==> src/cbt_map.svh <==
// Register addresses, field positions and reset values of the CAN bit-timing and page block
`ifndef CBT_MAP_SVH
`define CBT_MAP_SVH
`define CBT_ADDR_PAGE 8'hb1
`define CBT_ADDR_BT2 8'hb5
`define CBT_ADDR_BT3 8'hb6
`define CBT_PAGE_RST 8'h00
`define CBT_BT_RST 8'h00
`define CBT_BT2_MASK 8'h6e
`define CBT_BT3_MASK 8'h7f
`define CBT_SJW_F 6:5
`define CBT_PRS_F 3:1
`define CBT_PHASE_SEG_TWO_FIELD_F 6:4
`define CBT_PHASE_SEG_ONE_FIELD_F 3:1
`define CBT_SMP_B 0
`define CBT_OBJECT_NUMBER_FIELD_F 7:4
`define CBT_INDEX_AUTOINC_DISABLE_B 3
`define CBT_DATA_BYTE_INDEX_F 2:0
`define CBT_SYNC_TQ 4'h1
`define CBT_IPT_TQ 4'h2
`define CBT_IDX_STEP 3'h1
`define CBT_Q_ONE 4'h1
`define CBT_PSC_ZERO 6'h00
`define CBT_Q_ZERO 4'h0
`define CBT_Q_MAX 4'hf
`define CBT_ERR_ONE 5'h01
`endif

==> src/cbt_pkg.sv <==
// Types shared by the CAN bit-timing and page block
`default_nettype none
package cbt_pkg;
  typedef enum {SEG_SYNC, SEG_PROP, SEG_PH1, SEG_PH2} cbt_seg_e;
  typedef struct packed {
    logic [1:0] jump_width_field;
    logic [2:0] propagation_segment_field;
    logic [2:0] phase_seg_two_field;
    logic [2:0] phase_seg_one_field;
    logic triple_sample_select;
  } cbt_timing_s;
  typedef struct packed {
    logic [7:0] addr;
    logic [7:0] wdata;
    logic wr;
    logic rd;
  } cbt_sfr_s;
  typedef struct packed {
    logic [3:0] objNum;
    logic autoincDis;
    logic [2:0] index;
  } cbt_page_s;
endpackage
`default_nettype wire

==> src/cbt_bit_timing.sv <==
// CAN bit-timing registers, bit-segment sequencer with resync and sampling, and message-object page
//
// Summary of operation
// Quantum period is controller clock times prescaler value plus one.
// Jump width is the two-bit jump field plus one, in quanta.
// Resynchronize on every relevant bus edge during the frame; the code acts only on the first falling edge of each bit.
// A resync changes the bit period by at most the jump width.
// Propagation segment lasts the three-bit propagation field plus one quanta.
// Phase segment two lasts its three-bit field plus one quanta.
// Phase segment one lasts its three-bit field plus one quanta.
// Resync only shortens phase two and only lengthens phase one.
// Software makes phase two the larger of phase one and two quanta.
// Sample-mode one takes three samples half a quantum apart.
// Three samples decide by majority; otherwise one sample at sample point.
// Software writes timing registers only while the controller is disabled.
// Page upper nibble selects the message object.
// Page low three bits index the data byte; bit three stops auto-increment.
// Auto-increment advances the index after each data access, wrapping seven to zero.
// Page register clears to zero on reset.
// Reserved timing bits read undefined and must be written zero.
`include "cbt_map.svh"
`default_nettype none
module cbt_bit_timing (
  // Clock and reset
  input wire logic clk,
  input wire logic sys_rst,
  // Special-function register access
  input wire cbt_pkg::cbt_sfr_s sfrReq,
  output logic [7:0] sfrRdData,
  // Message data register access strobe
  input wire logic msgDataAccess,
  // Controller configuration held elsewhere
  input wire logic [5:0] baudPrescaler,
  input wire logic controllerEnable,
  // Bus receive pin
  input wire logic canRx,
  // Bit timing results and message-object page fields
  output logic rxBit,
  output logic samplePoint,
  output logic bitStart,
  output cbt_pkg::cbt_timing_s timing,
  output cbt_pkg::cbt_page_s page
);

  function automatic logic [3:0] qlen(input logic [2:0] f);
    qlen = {1'b0, f} + `CBT_Q_ONE;
  endfunction

  function automatic logic [3:0] qmin(input logic [3:0] a, input logic [3:0] b);
    qmin = (a < b) ? a : b;
  endfunction

  // Register storage
  logic [7:0] bt2_ff;
  logic [7:0] bt3_ff;
  logic [7:0] page_ff;
  logic [7:0] rdData_ff;
  logic [7:0] nxt_bt2;
  logic [7:0] nxt_bt3;
  logic [7:0] nxt_page;
  logic [7:0] nxt_rdData;

  wire logic wrPage = sfrReq.wr && (sfrReq.addr == `CBT_ADDR_PAGE);
  wire logic wrBt2 = sfrReq.wr && (sfrReq.addr == `CBT_ADDR_BT2);
  wire logic wrBt3 = sfrReq.wr && (sfrReq.addr == `CBT_ADDR_BT3);
  wire logic incIdx = msgDataAccess && !page_ff[`CBT_INDEX_AUTOINC_DISABLE_B];
  wire logic [2:0] nxtIdx = page_ff[`CBT_DATA_BYTE_INDEX_F] + `CBT_IDX_STEP;
  wire logic [7:0] rdMux = (sfrReq.addr == `CBT_ADDR_PAGE) ? page_ff :
                           (sfrReq.addr == `CBT_ADDR_BT2) ? bt2_ff :
                           (sfrReq.addr == `CBT_ADDR_BT3) ? bt3_ff : 8'h00;

  // Reserved bits are not stored and read back as zero
  assign nxt_bt2 = wrBt2 ? (sfrReq.wdata & `CBT_BT2_MASK) : bt2_ff;
  assign nxt_bt3 = wrBt3 ? (sfrReq.wdata & `CBT_BT3_MASK) : bt3_ff;
  // Software write wins over an increment in the same cycle
  assign nxt_page = wrPage ? sfrReq.wdata :
                    incIdx ? {page_ff[7:3], nxtIdx} : page_ff;
  assign nxt_rdData = sfrReq.rd ? rdMux : rdData_ff;

  always_ff @(posedge clk or posedge sys_rst) begin
    if (sys_rst) begin
      bt2_ff <= `CBT_BT_RST;
      bt3_ff <= `CBT_BT_RST;
      page_ff <= `CBT_PAGE_RST;
      rdData_ff <= 8'h00;
    end else begin
      bt2_ff <= nxt_bt2;
      bt3_ff <= nxt_bt3;
      page_ff <= nxt_page;
      rdData_ff <= nxt_rdData;
    end
  end

  assign sfrRdData = rdData_ff;
  assign timing.jump_width_field = bt2_ff[`CBT_SJW_F];
  assign timing.propagation_segment_field = bt2_ff[`CBT_PRS_F];
  assign timing.phase_seg_two_field = bt3_ff[`CBT_PHASE_SEG_TWO_FIELD_F];
  assign timing.phase_seg_one_field = bt3_ff[`CBT_PHASE_SEG_ONE_FIELD_F];
  assign timing.triple_sample_select = bt3_ff[`CBT_SMP_B];
  assign page.objNum = page_ff[`CBT_OBJECT_NUMBER_FIELD_F];
  assign page.autoincDis = page_ff[`CBT_INDEX_AUTOINC_DISABLE_B];
  assign page.index = page_ff[`CBT_DATA_BYTE_INDEX_F];

  // Receive pin synchroniser; a level counts once stages two and three agree
  logic rxS1_ff;
  logic rxS2_ff;
  logic rxS3_ff;
  logic rxLvl_ff;
  wire logic rxAgree = (rxS2_ff == rxS3_ff);
  wire logic nxt_rxLvl = rxAgree ? rxS3_ff : rxLvl_ff;
  wire logic fallEdge = rxLvl_ff && rxAgree && !rxS3_ff;

  always_ff @(posedge clk or posedge sys_rst) begin
    if (sys_rst) begin
      rxS1_ff <= 1'b1;
      rxS2_ff <= 1'b1;
      rxS3_ff <= 1'b1;
      rxLvl_ff <= 1'b1;
    end else begin
      rxS1_ff <= canRx;
      rxS2_ff <= rxS1_ff;
      rxS3_ff <= rxS2_ff;
      rxLvl_ff <= nxt_rxLvl;
    end
  end

  // Quantum prescaler and segment sequencer
  cbt_pkg::cbt_seg_e seg_ff;
  cbt_pkg::cbt_seg_e nxt_seg;
  logic [5:0] psc_ff;
  logic [5:0] nxt_psc;
  logic [3:0] tqCnt_ff;
  logic [3:0] nxt_tqCnt;
  logic [3:0] ext_ff;
  logic [3:0] nxt_ext;
  logic [3:0] shr_ff;
  logic [3:0] nxt_shr;
  logic resyncDone_ff;
  logic nxt_resyncDone;

  wire logic [3:0] sjwLen = {2'b00, timing.jump_width_field} + `CBT_Q_ONE;
  wire logic [3:0] prsLen = qlen(timing.propagation_segment_field);
  wire logic [3:0] ph1Len = qlen(timing.phase_seg_one_field) + ext_ff;
  wire logic [3:0] ph2Len = qlen(timing.phase_seg_two_field) - shr_ff;
  wire logic tqTick = controllerEnable && (psc_ff == baudPrescaler);
  wire logic [3:0] segLen = (seg_ff == cbt_pkg::SEG_SYNC) ? `CBT_SYNC_TQ :
                            (seg_ff == cbt_pkg::SEG_PROP) ? prsLen :
                            (seg_ff == cbt_pkg::SEG_PH1) ? ph1Len : ph2Len;
  // A shrink that lands with a quantum tick must still end phase two, not run on to wrap
  wire logic lastQ = (tqCnt_ff >= (segLen - `CBT_Q_ONE));
  wire logic segDone = tqTick && lastQ;
  wire logic edgeOk = fallEdge && controllerEnable && !resyncDone_ff;
  wire logic lateEdge = edgeOk && ((seg_ff == cbt_pkg::SEG_PROP) || (seg_ff == cbt_pkg::SEG_PH1));
  wire logic earlyEdge = edgeOk && (seg_ff == cbt_pkg::SEG_PH2);
  // Error may reach sixteen quanta late in a long phase one; saturate rather than wrap to zero
  wire logic [4:0] lateErrW = (seg_ff == cbt_pkg::SEG_PROP) ? ({1'b0, tqCnt_ff} + `CBT_ERR_ONE) :
                              ({1'b0, prsLen} + {1'b0, tqCnt_ff} + `CBT_ERR_ONE);
  wire logic [3:0] lateErr = lateErrW[4] ? `CBT_Q_MAX : lateErrW[3:0];
  wire logic [3:0] ph2Left = ph2Len - tqCnt_ff;
  wire logic jumpSync = earlyEdge && (ph2Left <= sjwLen);
  wire logic shrink = earlyEdge && !jumpSync;

  always_comb begin
    nxt_seg = seg_ff;
    nxt_tqCnt = tqCnt_ff;
    nxt_ext = lateEdge ? qmin(lateErr, sjwLen) : ext_ff;
    nxt_shr = shrink ? sjwLen : shr_ff;
    nxt_resyncDone = resyncDone_ff || edgeOk;
    if (!controllerEnable) begin
      nxt_seg = cbt_pkg::SEG_SYNC;
      nxt_tqCnt = `CBT_Q_ZERO;
      nxt_ext = `CBT_Q_ZERO;
      nxt_shr = `CBT_Q_ZERO;
      nxt_resyncDone = 1'b0;
    end else if (jumpSync) begin
      // Edge stands in for the sync segment of the next bit
      nxt_seg = cbt_pkg::SEG_PROP;
      nxt_tqCnt = `CBT_Q_ZERO;
      nxt_ext = `CBT_Q_ZERO;
      nxt_shr = `CBT_Q_ZERO;
      nxt_resyncDone = 1'b1;
    end else if (segDone) begin
      nxt_tqCnt = `CBT_Q_ZERO;
      unique case (seg_ff)
        cbt_pkg::SEG_SYNC: nxt_seg = cbt_pkg::SEG_PROP;
        cbt_pkg::SEG_PROP: nxt_seg = cbt_pkg::SEG_PH1;
        cbt_pkg::SEG_PH1: nxt_seg = cbt_pkg::SEG_PH2;
        cbt_pkg::SEG_PH2: begin
          nxt_seg = cbt_pkg::SEG_SYNC;
          nxt_ext = `CBT_Q_ZERO;
          nxt_shr = `CBT_Q_ZERO;
          nxt_resyncDone = 1'b0;
        end
      endcase
    end else if (tqTick) begin
      nxt_tqCnt = tqCnt_ff + `CBT_Q_ONE;
    end
  end

  assign nxt_psc = (!controllerEnable || jumpSync || tqTick) ? `CBT_PSC_ZERO : psc_ff + 6'h01;

  always_ff @(posedge clk or posedge sys_rst) begin
    if (sys_rst) begin
      seg_ff <= cbt_pkg::SEG_SYNC;
      psc_ff <= `CBT_PSC_ZERO;
      tqCnt_ff <= `CBT_Q_ZERO;
      ext_ff <= `CBT_Q_ZERO;
      shr_ff <= `CBT_Q_ZERO;
      resyncDone_ff <= 1'b0;
    end else begin
      seg_ff <= nxt_seg;
      psc_ff <= nxt_psc;
      tqCnt_ff <= nxt_tqCnt;
      ext_ff <= nxt_ext;
      shr_ff <= nxt_shr;
      resyncDone_ff <= nxt_resyncDone;
    end
  end

  // Sampling in the last quantum of phase one
  logic samp0_ff;
  logic samp1_ff;
  logic rxBit_ff;
  logic bitStart_ff;
  wire logic inLastPh1 = controllerEnable && (seg_ff == cbt_pkg::SEG_PH1) && lastQ;
  wire logic [5:0] halfIdx = {1'b0, baudPrescaler[5:1]};
  wire logic takeS0 = inLastPh1 && (psc_ff == `CBT_PSC_ZERO);
  wire logic takeS1 = inLastPh1 && (psc_ff == halfIdx);
  wire logic majority = (samp0_ff & samp1_ff) | (samp0_ff & rxLvl_ff) | (samp1_ff & rxLvl_ff);
  wire logic bitValue = timing.triple_sample_select ? majority : rxLvl_ff;
  assign samplePoint = inLastPh1 && tqTick;
  wire logic nxt_bitStart = (segDone && (seg_ff == cbt_pkg::SEG_PH2) && !jumpSync) || jumpSync;

  always_ff @(posedge clk or posedge sys_rst) begin
    if (sys_rst) begin
      samp0_ff <= 1'b1;
      samp1_ff <= 1'b1;
      rxBit_ff <= 1'b1;
      bitStart_ff <= 1'b0;
    end else begin
      samp0_ff <= takeS0 ? rxLvl_ff : samp0_ff;
      samp1_ff <= takeS1 ? rxLvl_ff : samp1_ff;
      rxBit_ff <= samplePoint ? bitValue : rxBit_ff;
      bitStart_ff <= controllerEnable && nxt_bitStart;
    end
  end

  assign rxBit = rxBit_ff;
  assign bitStart = bitStart_ff;
endmodule // cbt_bit_timing
`default_nettype wire

==> config.mk <==
export PLATFORM = sky130hd
export DESIGN_NAME = cbt_bit_timing
export DESIGN_NICKNAME = d
export VERILOG_FILES = /design/src/cbt_pkg.sv /design/src/cbt_bit_timing.sv
export VERILOG_INCLUDE_DIRS = /design/src
export SDC_FILE = /design/constraint.sdc
export NUM_CORES = 1
export LEC_CHECK = 0
export ABC_AREA = 1
export BUFFER_PORTS_ARGS = -buffer_cell sky130_fd_sc_hd__buf_4
export CORE_ASPECT_RATIO = 0.5
export CORE_MARGIN = 10
export CORE_UTILIZATION = 39
export CTS_CLUSTER_DIAMETER = 60
export DETAILED_ROUTE_END_ITERATION = 10
export PLACE_DENSITY_LB_ADDON = 0.05
export RECOVER_POWER = 50
export SLEW_MARGIN = 0
export SYNTH_ARGS = -nofsm -noshare
export SYNTH_HDL_FRONTEND = slang
export SYNTH_SLANG_ARGS = --single-unit
==> constraint.sdc <==
create_clock -name clk -period 5.06 [get_ports clk]
set_input_delay 1.012 -clock clk [delete_from_list [all_inputs] [get_ports clk]]
set_output_delay 1.012 -clock clk [all_outputs]
set_load 0.02 [all_outputs]
==> results.md, run 1 <==
- Mean post-synth cell area: 7.889 um2
- Initial Util: 40.78%
- Worst-Margin Slew: 3.182 ns
- # fillers: 983
- Num CTS Buffers: 9
- CP endpoint kind: output pin
- Hold WC Path Type: reg2reg
- Rel. slew slack: -112.1%
- R2r endpoint: ext_ff[0]
- First-pass iteration count of the detailed router: 4
- ANT cells: 0
- PwrDens: 306.5 nW/um2
- Fin Hold WS: 0.3605 ns
- Fmax: 219.3 MHz
- Commonest cells after routing, fill and taps aside: nand2_1 (119), inv_1 (72), dfrtp_1 (50), buf_4 (48), nor2_1 (36)
- Synthesized area: 3929 um2
- Clock Path Buffers: 2
- Routability cong.: 0.8642
- Syn. warnings: 0
- Final nets: 631
- Final hold violations: 0
- I/O Pins: 60
- Worst r2r path cells: 21
- Post-synth EDFFs: 0
- Via density: 4.826
- Unrepaired setup endpoints after global routing: no
- Failing checks: max-capacitance violations, max-slew violations
- FF+latch count, synth: 57
- All-Layer GR Usage: 15.15%
- Worst r2r src: bt3_ff[5]
- Register area: 1435 um2
- Wire per inst: 15.23 um
- Hold buffer count at cts: 0
- Vias in the first global route: 3,481
- Post-Route WL: 10,710 um
- Outcome: finished, violations left
- # rows: 25
- Core Area: 9634 um2
- Arrival @ worst endpoint: 3.55 ns
- Mapped Cells: 498
- Minimum clock period: 4.561 ns
- Final WS setup: 0.4993 ns
- Crit share post-route: 90.13%
- Share of layout cells above drive strength 1: 16.73%
- Post-DRT Antenna Nets: 0
- Crit Path Class: reg2out
- Worst Path Required: 4.05 ns
- CTS sink count: 57
- Worst-path clk slew: 0.05 ns
- Area occupied by multi-input gates: 2137 um2
- Hold depth: 0
- Post-Place Setup Slack: 0.9185 ns
- PortBufs: 59
- Area growth syn-to-layout: 21.62%
- First-pass GRT wire length: 18,100 um
- DRC viols: 0
- Clock latency on the worst-skew pair: 0.33 ns
- Setup Skew: 0.004249 ns
- Die height: 90.97 um
- Slew Limit Fails: 58
- Yosys cell types: 45
- Maxcap violations: 1
- Total congestion overflow: 0
- Most common library cell in the layout ignoring fill and taps: nand2_1
- Post-CTS sizing: 0
- Leak: 2.454 nW
- Die Wd: 161.9 um
- Hold Crit Start: rxS1_ff
- Largest net degree at the start of global routing: 58
- Worst Setup Start Kind: flip-flop
- Post-synth top flop: dfrtp_1
- CTS tree: yes
- Initial antenna violation count: 0
- FFs w/ async S/R, synth: 100.0%
- Seq/Total Area, Yosys: 36.53%
- Setup TNS: 0 ns
- H-tree levels: 3
- Endpoints failing setup: 0
- Hold endpoint: rxS2_ff
- FF-to-FF setup slack: 1.54 ns
- DIE AREA: 14,730 um2
- Max Fanout on Critical Path: 3
- Detailed Place HPWL: 8390 um
- Vias: 3,393
- Postcts setup bufs: 0
- Clock root buffer: clkbuf_16
- Peak supply drop: 0.1615 mV
- Iter 0 DRT Violations: 175
- Post-Syn Nets: 566
==> cell usage after synthesis (all sizes together), types with 3 or more instances <==
| master | count | area [um2] |
|---|---|---|
| a21oi | 25 | 132.6 |
| a31oi | 4 | 25.02 |
| buf | 5 | 45.04 |
| dfrtp | 50 | 1251 |
| dfstp | 7 | 183.9 |
| fa | 4 | 80.08 |
| ha | 35 | 437.9 |
| inv | 76 | 290.3 |
| nand2 | 124 | 485.5 |
| nand3 | 38 | 217.7 |
| nand3b | 3 | 22.52 |
| nand4 | 15 | 93.84 |
| nor2 | 40 | 178.9 |
| nor3 | 6 | 41.29 |
| o211ai | 3 | 22.52 |
| o21a | 3 | 22.52 |
| o21ai | 31 | 155.1 |
| or2 | 3 | 18.77 |
| xnor2 | 4 | 35.03 |
| xor2 | 8 | 70.07 |
==> worst max path at each step <==
stage / startpoint / to / cells past startpoint
floorplan: bt3_ff[5] / samplePoint / 20
global route: bt3_ff[5] / samplePoint / 21
CTS: bt3_ff[5] / samplePoint / 21
global placement: bt3_ff[5] / samplePoint / 21
detailed placement: bt3_ff[5] / samplePoint / 21
finish: bt3_ff[5] / samplePoint / 21
==> where the power goes <==
| group | switching (W) | internal, W |
|---|---|---|
| clock | 0.000213 | 0.000455 |
| combinational | 0.000168 | 0.000109 |
| sequential | 0.0000322 | 0.000486 |
| total | 0.000414 | 0.00105 |
==> sequential cells by signal, indices dropped and copies added, names as in the netlist, 2 cells and up <==
signal,count
bt2_ff,5
shr_ff,4
sfrRdData,8
ext_ff,4
tqCnt_ff,4
seg_ff,2
psc_ff,6
bt3_ff,7
page,8
==> metrics by stage <==
step / power, W / util [%] / instance area (um2) / std cells
floorplan: 0.0007025 / - / 3929 / 498
global placement: 0.0008055 / 46.70 / 4499 / 687
detailed placement: 0.0008088 / 46.70 / 4499 / 687
CTS: 0.001486 / 50.13 / 4830 / 703
global route: 0.001548 / 49.60 / 4778 / 703
finish: 0.001465 / 49.60 / 4778 / 703
==> kinds of logic after synthesis <==
| family | share of synthesized area (%) |
|---|---|
| adder cells (fa/ha/maj) | 13.18 |
| AND/OR/NAND/NOR | 27.90 |
| XOR/XNOR | 2.675 |
| AO/OA/AOI/OAI | 10.41 |
| flip-flops | 36.53 |
| buffers and inverters | 8.726 |
| multiplexers | 0.5732 |
==> worst max-delay path, cell delays in order, from the launching register on <==
cell and delay (ns):
dfrtp_1 0.33, inv_1 0.07, ha_1 0.27, inv_1 0.04, ha_1 0.20, fa_1 0.46
a21oi_1 0.14, o21ai_0 0.09, o211ai_1 0.13, nand3_1 0.13, inv_1 0.08, nand2_1 0.06
nand2_1 0.08, inv_1 0.05, ha_1 0.30, a21oi_1 0.18, nand3_1 0.14, nand2_1 0.10
inv_1 0.08, nand2_2 0.08, nor2_4 0.04, buf_4 0.16
==> layout make-up <==
type                            count  area share (%)
Multi-Input combinational cell    358           44.72
Sequential cell                    57           30.03
Timing Repair Buffer               60           8.641
Inverter                           77           6.153
Clock buffer                       11           5.289
Tap cell                          135           3.535
Clock inverter                      5           1.623
==> routing by layer <==
layer  routed length, um  part of all wire, %  GRT usage (%)  vias up
met3                 560                  5.2          4.279        9
li1                    -                    -              -     1761
met2                4435                   41          21.79       60
met1                5629                   53          21.59     1563
met4                  81                 0.76          3.991        0
met5                   0                    0              0        -
No activity file was read; power rests on OpenSTA's default activity.
==> inputs of run 2 (changes only) <==
--- a/config.mk
+++ b/config.mk
@@ -8,7 +8,6 @@
 export LEC_CHECK = 0
 export ABC_AREA = 1
 export BUFFER_PORTS_ARGS = -buffer_cell sky130_fd_sc_hd__buf_4
-export CORE_ASPECT_RATIO = 0.5
 export CORE_MARGIN = 10
 export CORE_UTILIZATION = 39
 export CTS_CLUSTER_DIAMETER = 60
==> results.md, run 2 (synthesis results as in run 1) <==
- All-Layer GR Usage: 15.02%
- Final nets: 631
- Vias: 3,444
- Clock Power Share: 38.4%
- First-pass GRT wire length: 17,800 um
- Worst-path clk slew: 0.07 ns
- Outcome: finished, violations left
- Crit path max-delay family: adder cells
- Iter 0 DRT Violations: 129
- Register share of total power: 40.2%
- Hold depth: 0
- Wire per inst: 15.12 um
- Die Wd: 120.4 um
- CP endpoint kind: output pin
- Largest net degree at the start of global routing: 31
- WP depth: 21
- Vias in the first global route: 3,617
- Setup Skew: 0.01303 ns
- Most Frequent Cell on Critical Path: inv_1
- Num CTS Buffers: 9
- Die height: 120.4 um
- DRC viols: 0
- PwrDens: 275.2 nW/um2
- I/O Pins: 60
- Net Sw Frac: 29.93%
- Postcts setup bufs: 0
- P_sw: 0.0003840 W
- Hold buffer count at cts: 0
- Area growth syn-to-layout: 18.69%
- Post-Place Setup Slack: 0.8579 ns
- Initial antenna violation count: 0
- Post-CTS sizing: 0
- Core Area: 9774 um2
- Maxcap violations: 1
- Rel. slew slack: -14.68%
- Post-DRT Antenna Nets: 0
- Hold WC Path Type: reg2reg
- Via density: 4.913
- Most common library cell in the layout ignoring fill and taps: nand2_1
- Setup TNS: 0 ns
- DP Area: 4497 um2
- PortBufs: 59
- Buffers plus inverters on the worst setup path: 6
- Routability cong.: 0.8600
- Worst Path Required: 4.05 ns
- Total congestion overflow: 0
- Post-Route WL: 10,600 um
- Crit share post-route: 90.24%
- Logic gate share of total power: 21.4%
- Max Fanout on Critical Path: 3
- Minimum clock period: 4.566 ns
- Initial Util: 40.19%
- Fmax: 219.0 MHz
- Worst-path cell chain: inv_1 -> ha_1 -> inv_1 -> ha_1 -> fa_1 -> a21oi_1 -> o21ai_0 -> o211ai_1 -> nand3_1 -> inv_1 -> nand2_1 -> nand2_1 -> inv_1 -> ha_1 -> a21oi_1 -> nand3_1 -> nand2_1 -> inv_1 -> nand2_2 -> nor2_4 -> buf_4
- Failing checks: max-capacitance violations, max-slew violations
- Worst Setup Start Kind: flip-flop
- Clock root buffer: clkbuf_8
- Leak: 2.391 nW
- Clock Path Buffers: 2
- Post-Layout Cell Count: 701
- First-pass iteration count of the detailed router: 5
- DIE AREA: 14,490 um2
- H-tree levels: 3
- Unrepaired setup endpoints after global routing: no
- Clock latency on the worst-skew pair: 0.34 ns
- Int Power: 0.0008991 W
- Crit Path Class: reg2out
- Peak supply drop: 0.1797 mV
- Post-route design area: 4663 um2
- Worst path slowest cell: fa_1
- Worst r2r path cells: 21
- Share of layout cells above drive strength 1: 16.73%
- # rows: 36
- Placed cells: 685
- CTS tree: yes
- Final WS setup: 0.4936 ns
- Commonest cells after routing, fill and taps aside: nand2_1 (119), inv_1 (72), dfrtp_1 (50), buf_4 (50), nor2_1 (37)
- Crit-path max cell delay: 0.47 ns
- Final hold violations: 0
- Detailed Place HPWL: 8514 um
- Worst-Margin Slew: 1.720 ns
- CTS sink count: 57
- Endpoints failing setup: 0
- ANT cells: 0
- Arrival @ worst endpoint: 3.55 ns
- Slew Limit Fails: 31
- Fin Hold WS: 0.3619 ns
-- run 2: cell types whose count changed in the layout (fill, tap and decap cells not counted) --
cell / previous run / this run
clkbuf_16: 9 / 0
inv_6: 1 / 0
clkinv_2: 2 / 0
clkbuf_8: 2 / 11
buf_4: 48 / 50
clkinvlp_4: 1 / 2
nor2_8: 1 / 0
clkbuf_1: 10 / 9
clkinvlp_2: 0 / 1
nor2_1: 36 / 37
-- run 2: layout make-up --
cell class | instances | area, um2
sequential | 57 | 1435
tap | 133 | 166.4
multi-input combinational | 358 | 2121
clock inverter | 4 | 75.07
clock buffer | 12 | 155.1
fill | 1020 | 5111
inverter | 77 | 290.3
timing repair buffer | 60 | 420.4
-- run 2: metrics by stage --
step	util [%]	power (W)
floorplan	-	0.0007025
global route	47.71	0.001359
CTS	48.36	0.001302
detailed placement	46.01	0.0008066
finish	47.71	0.001283
global placement	46.01	0.0008015
-- run 2: power by group through the flow --
stage | Combinational [W] | Sequential [W] | Clock (W)
final | 0.000275 | 0.000516 | 0.000492
after global routing | 0.000314 | 0.000521 | 0.000524
after CTS | 0.000283 | 0.000517 | 0.000502
after detailed placement | 0.000281 | 0.000525 | 0
after global placement | 0.000277 | 0.000525 | 0
after floorplan | 0.000160 | 0.000542 | 0
-- run 2: layer usage --
metal / vias up / global-route usage, % / part of all wire [%]
met3: 16 / 3.257 / 4.8
li1: 1761 / - / -
met4: 0 / 4.902 / 1.3
met1: 1595 / 19.08 / 46
met5: - / 0 / 0
met2: 72 / 24.76 / 48
-- run 2: final timing paths --
| path | from | to | slack [ns] |
|---|---|---|---|
| worst max register to register | bt3_ff[5] | shr_ff[1] | 1.54 |
| worst min register to register | rxS1_ff | rxS2_ff | 0.36 |
| min in group asynchronous | sys_rst | tqCnt_ff[0] | 0.94 |
| worst max-delay path | bt3_ff[5] | samplePoint | 0.49 |
| max in group asynchronous | sys_rst | bt2_ff[6] | 1.98 |
| worst min-delay path | rxS1_ff | rxS2_ff | 0.36 |
-- run 2: worst reg2reg max path: cells and delay by family, from the launching register on --
kind	cells	cell delay, ns
adder cells (fa/ha/maj)	4	1.27
AO/OA/AOI/OAI	4	0.56
AND/OR/NAND/NOR	9	1.07
buffers and inverters	4	0.23
flip-flops	1	0.34
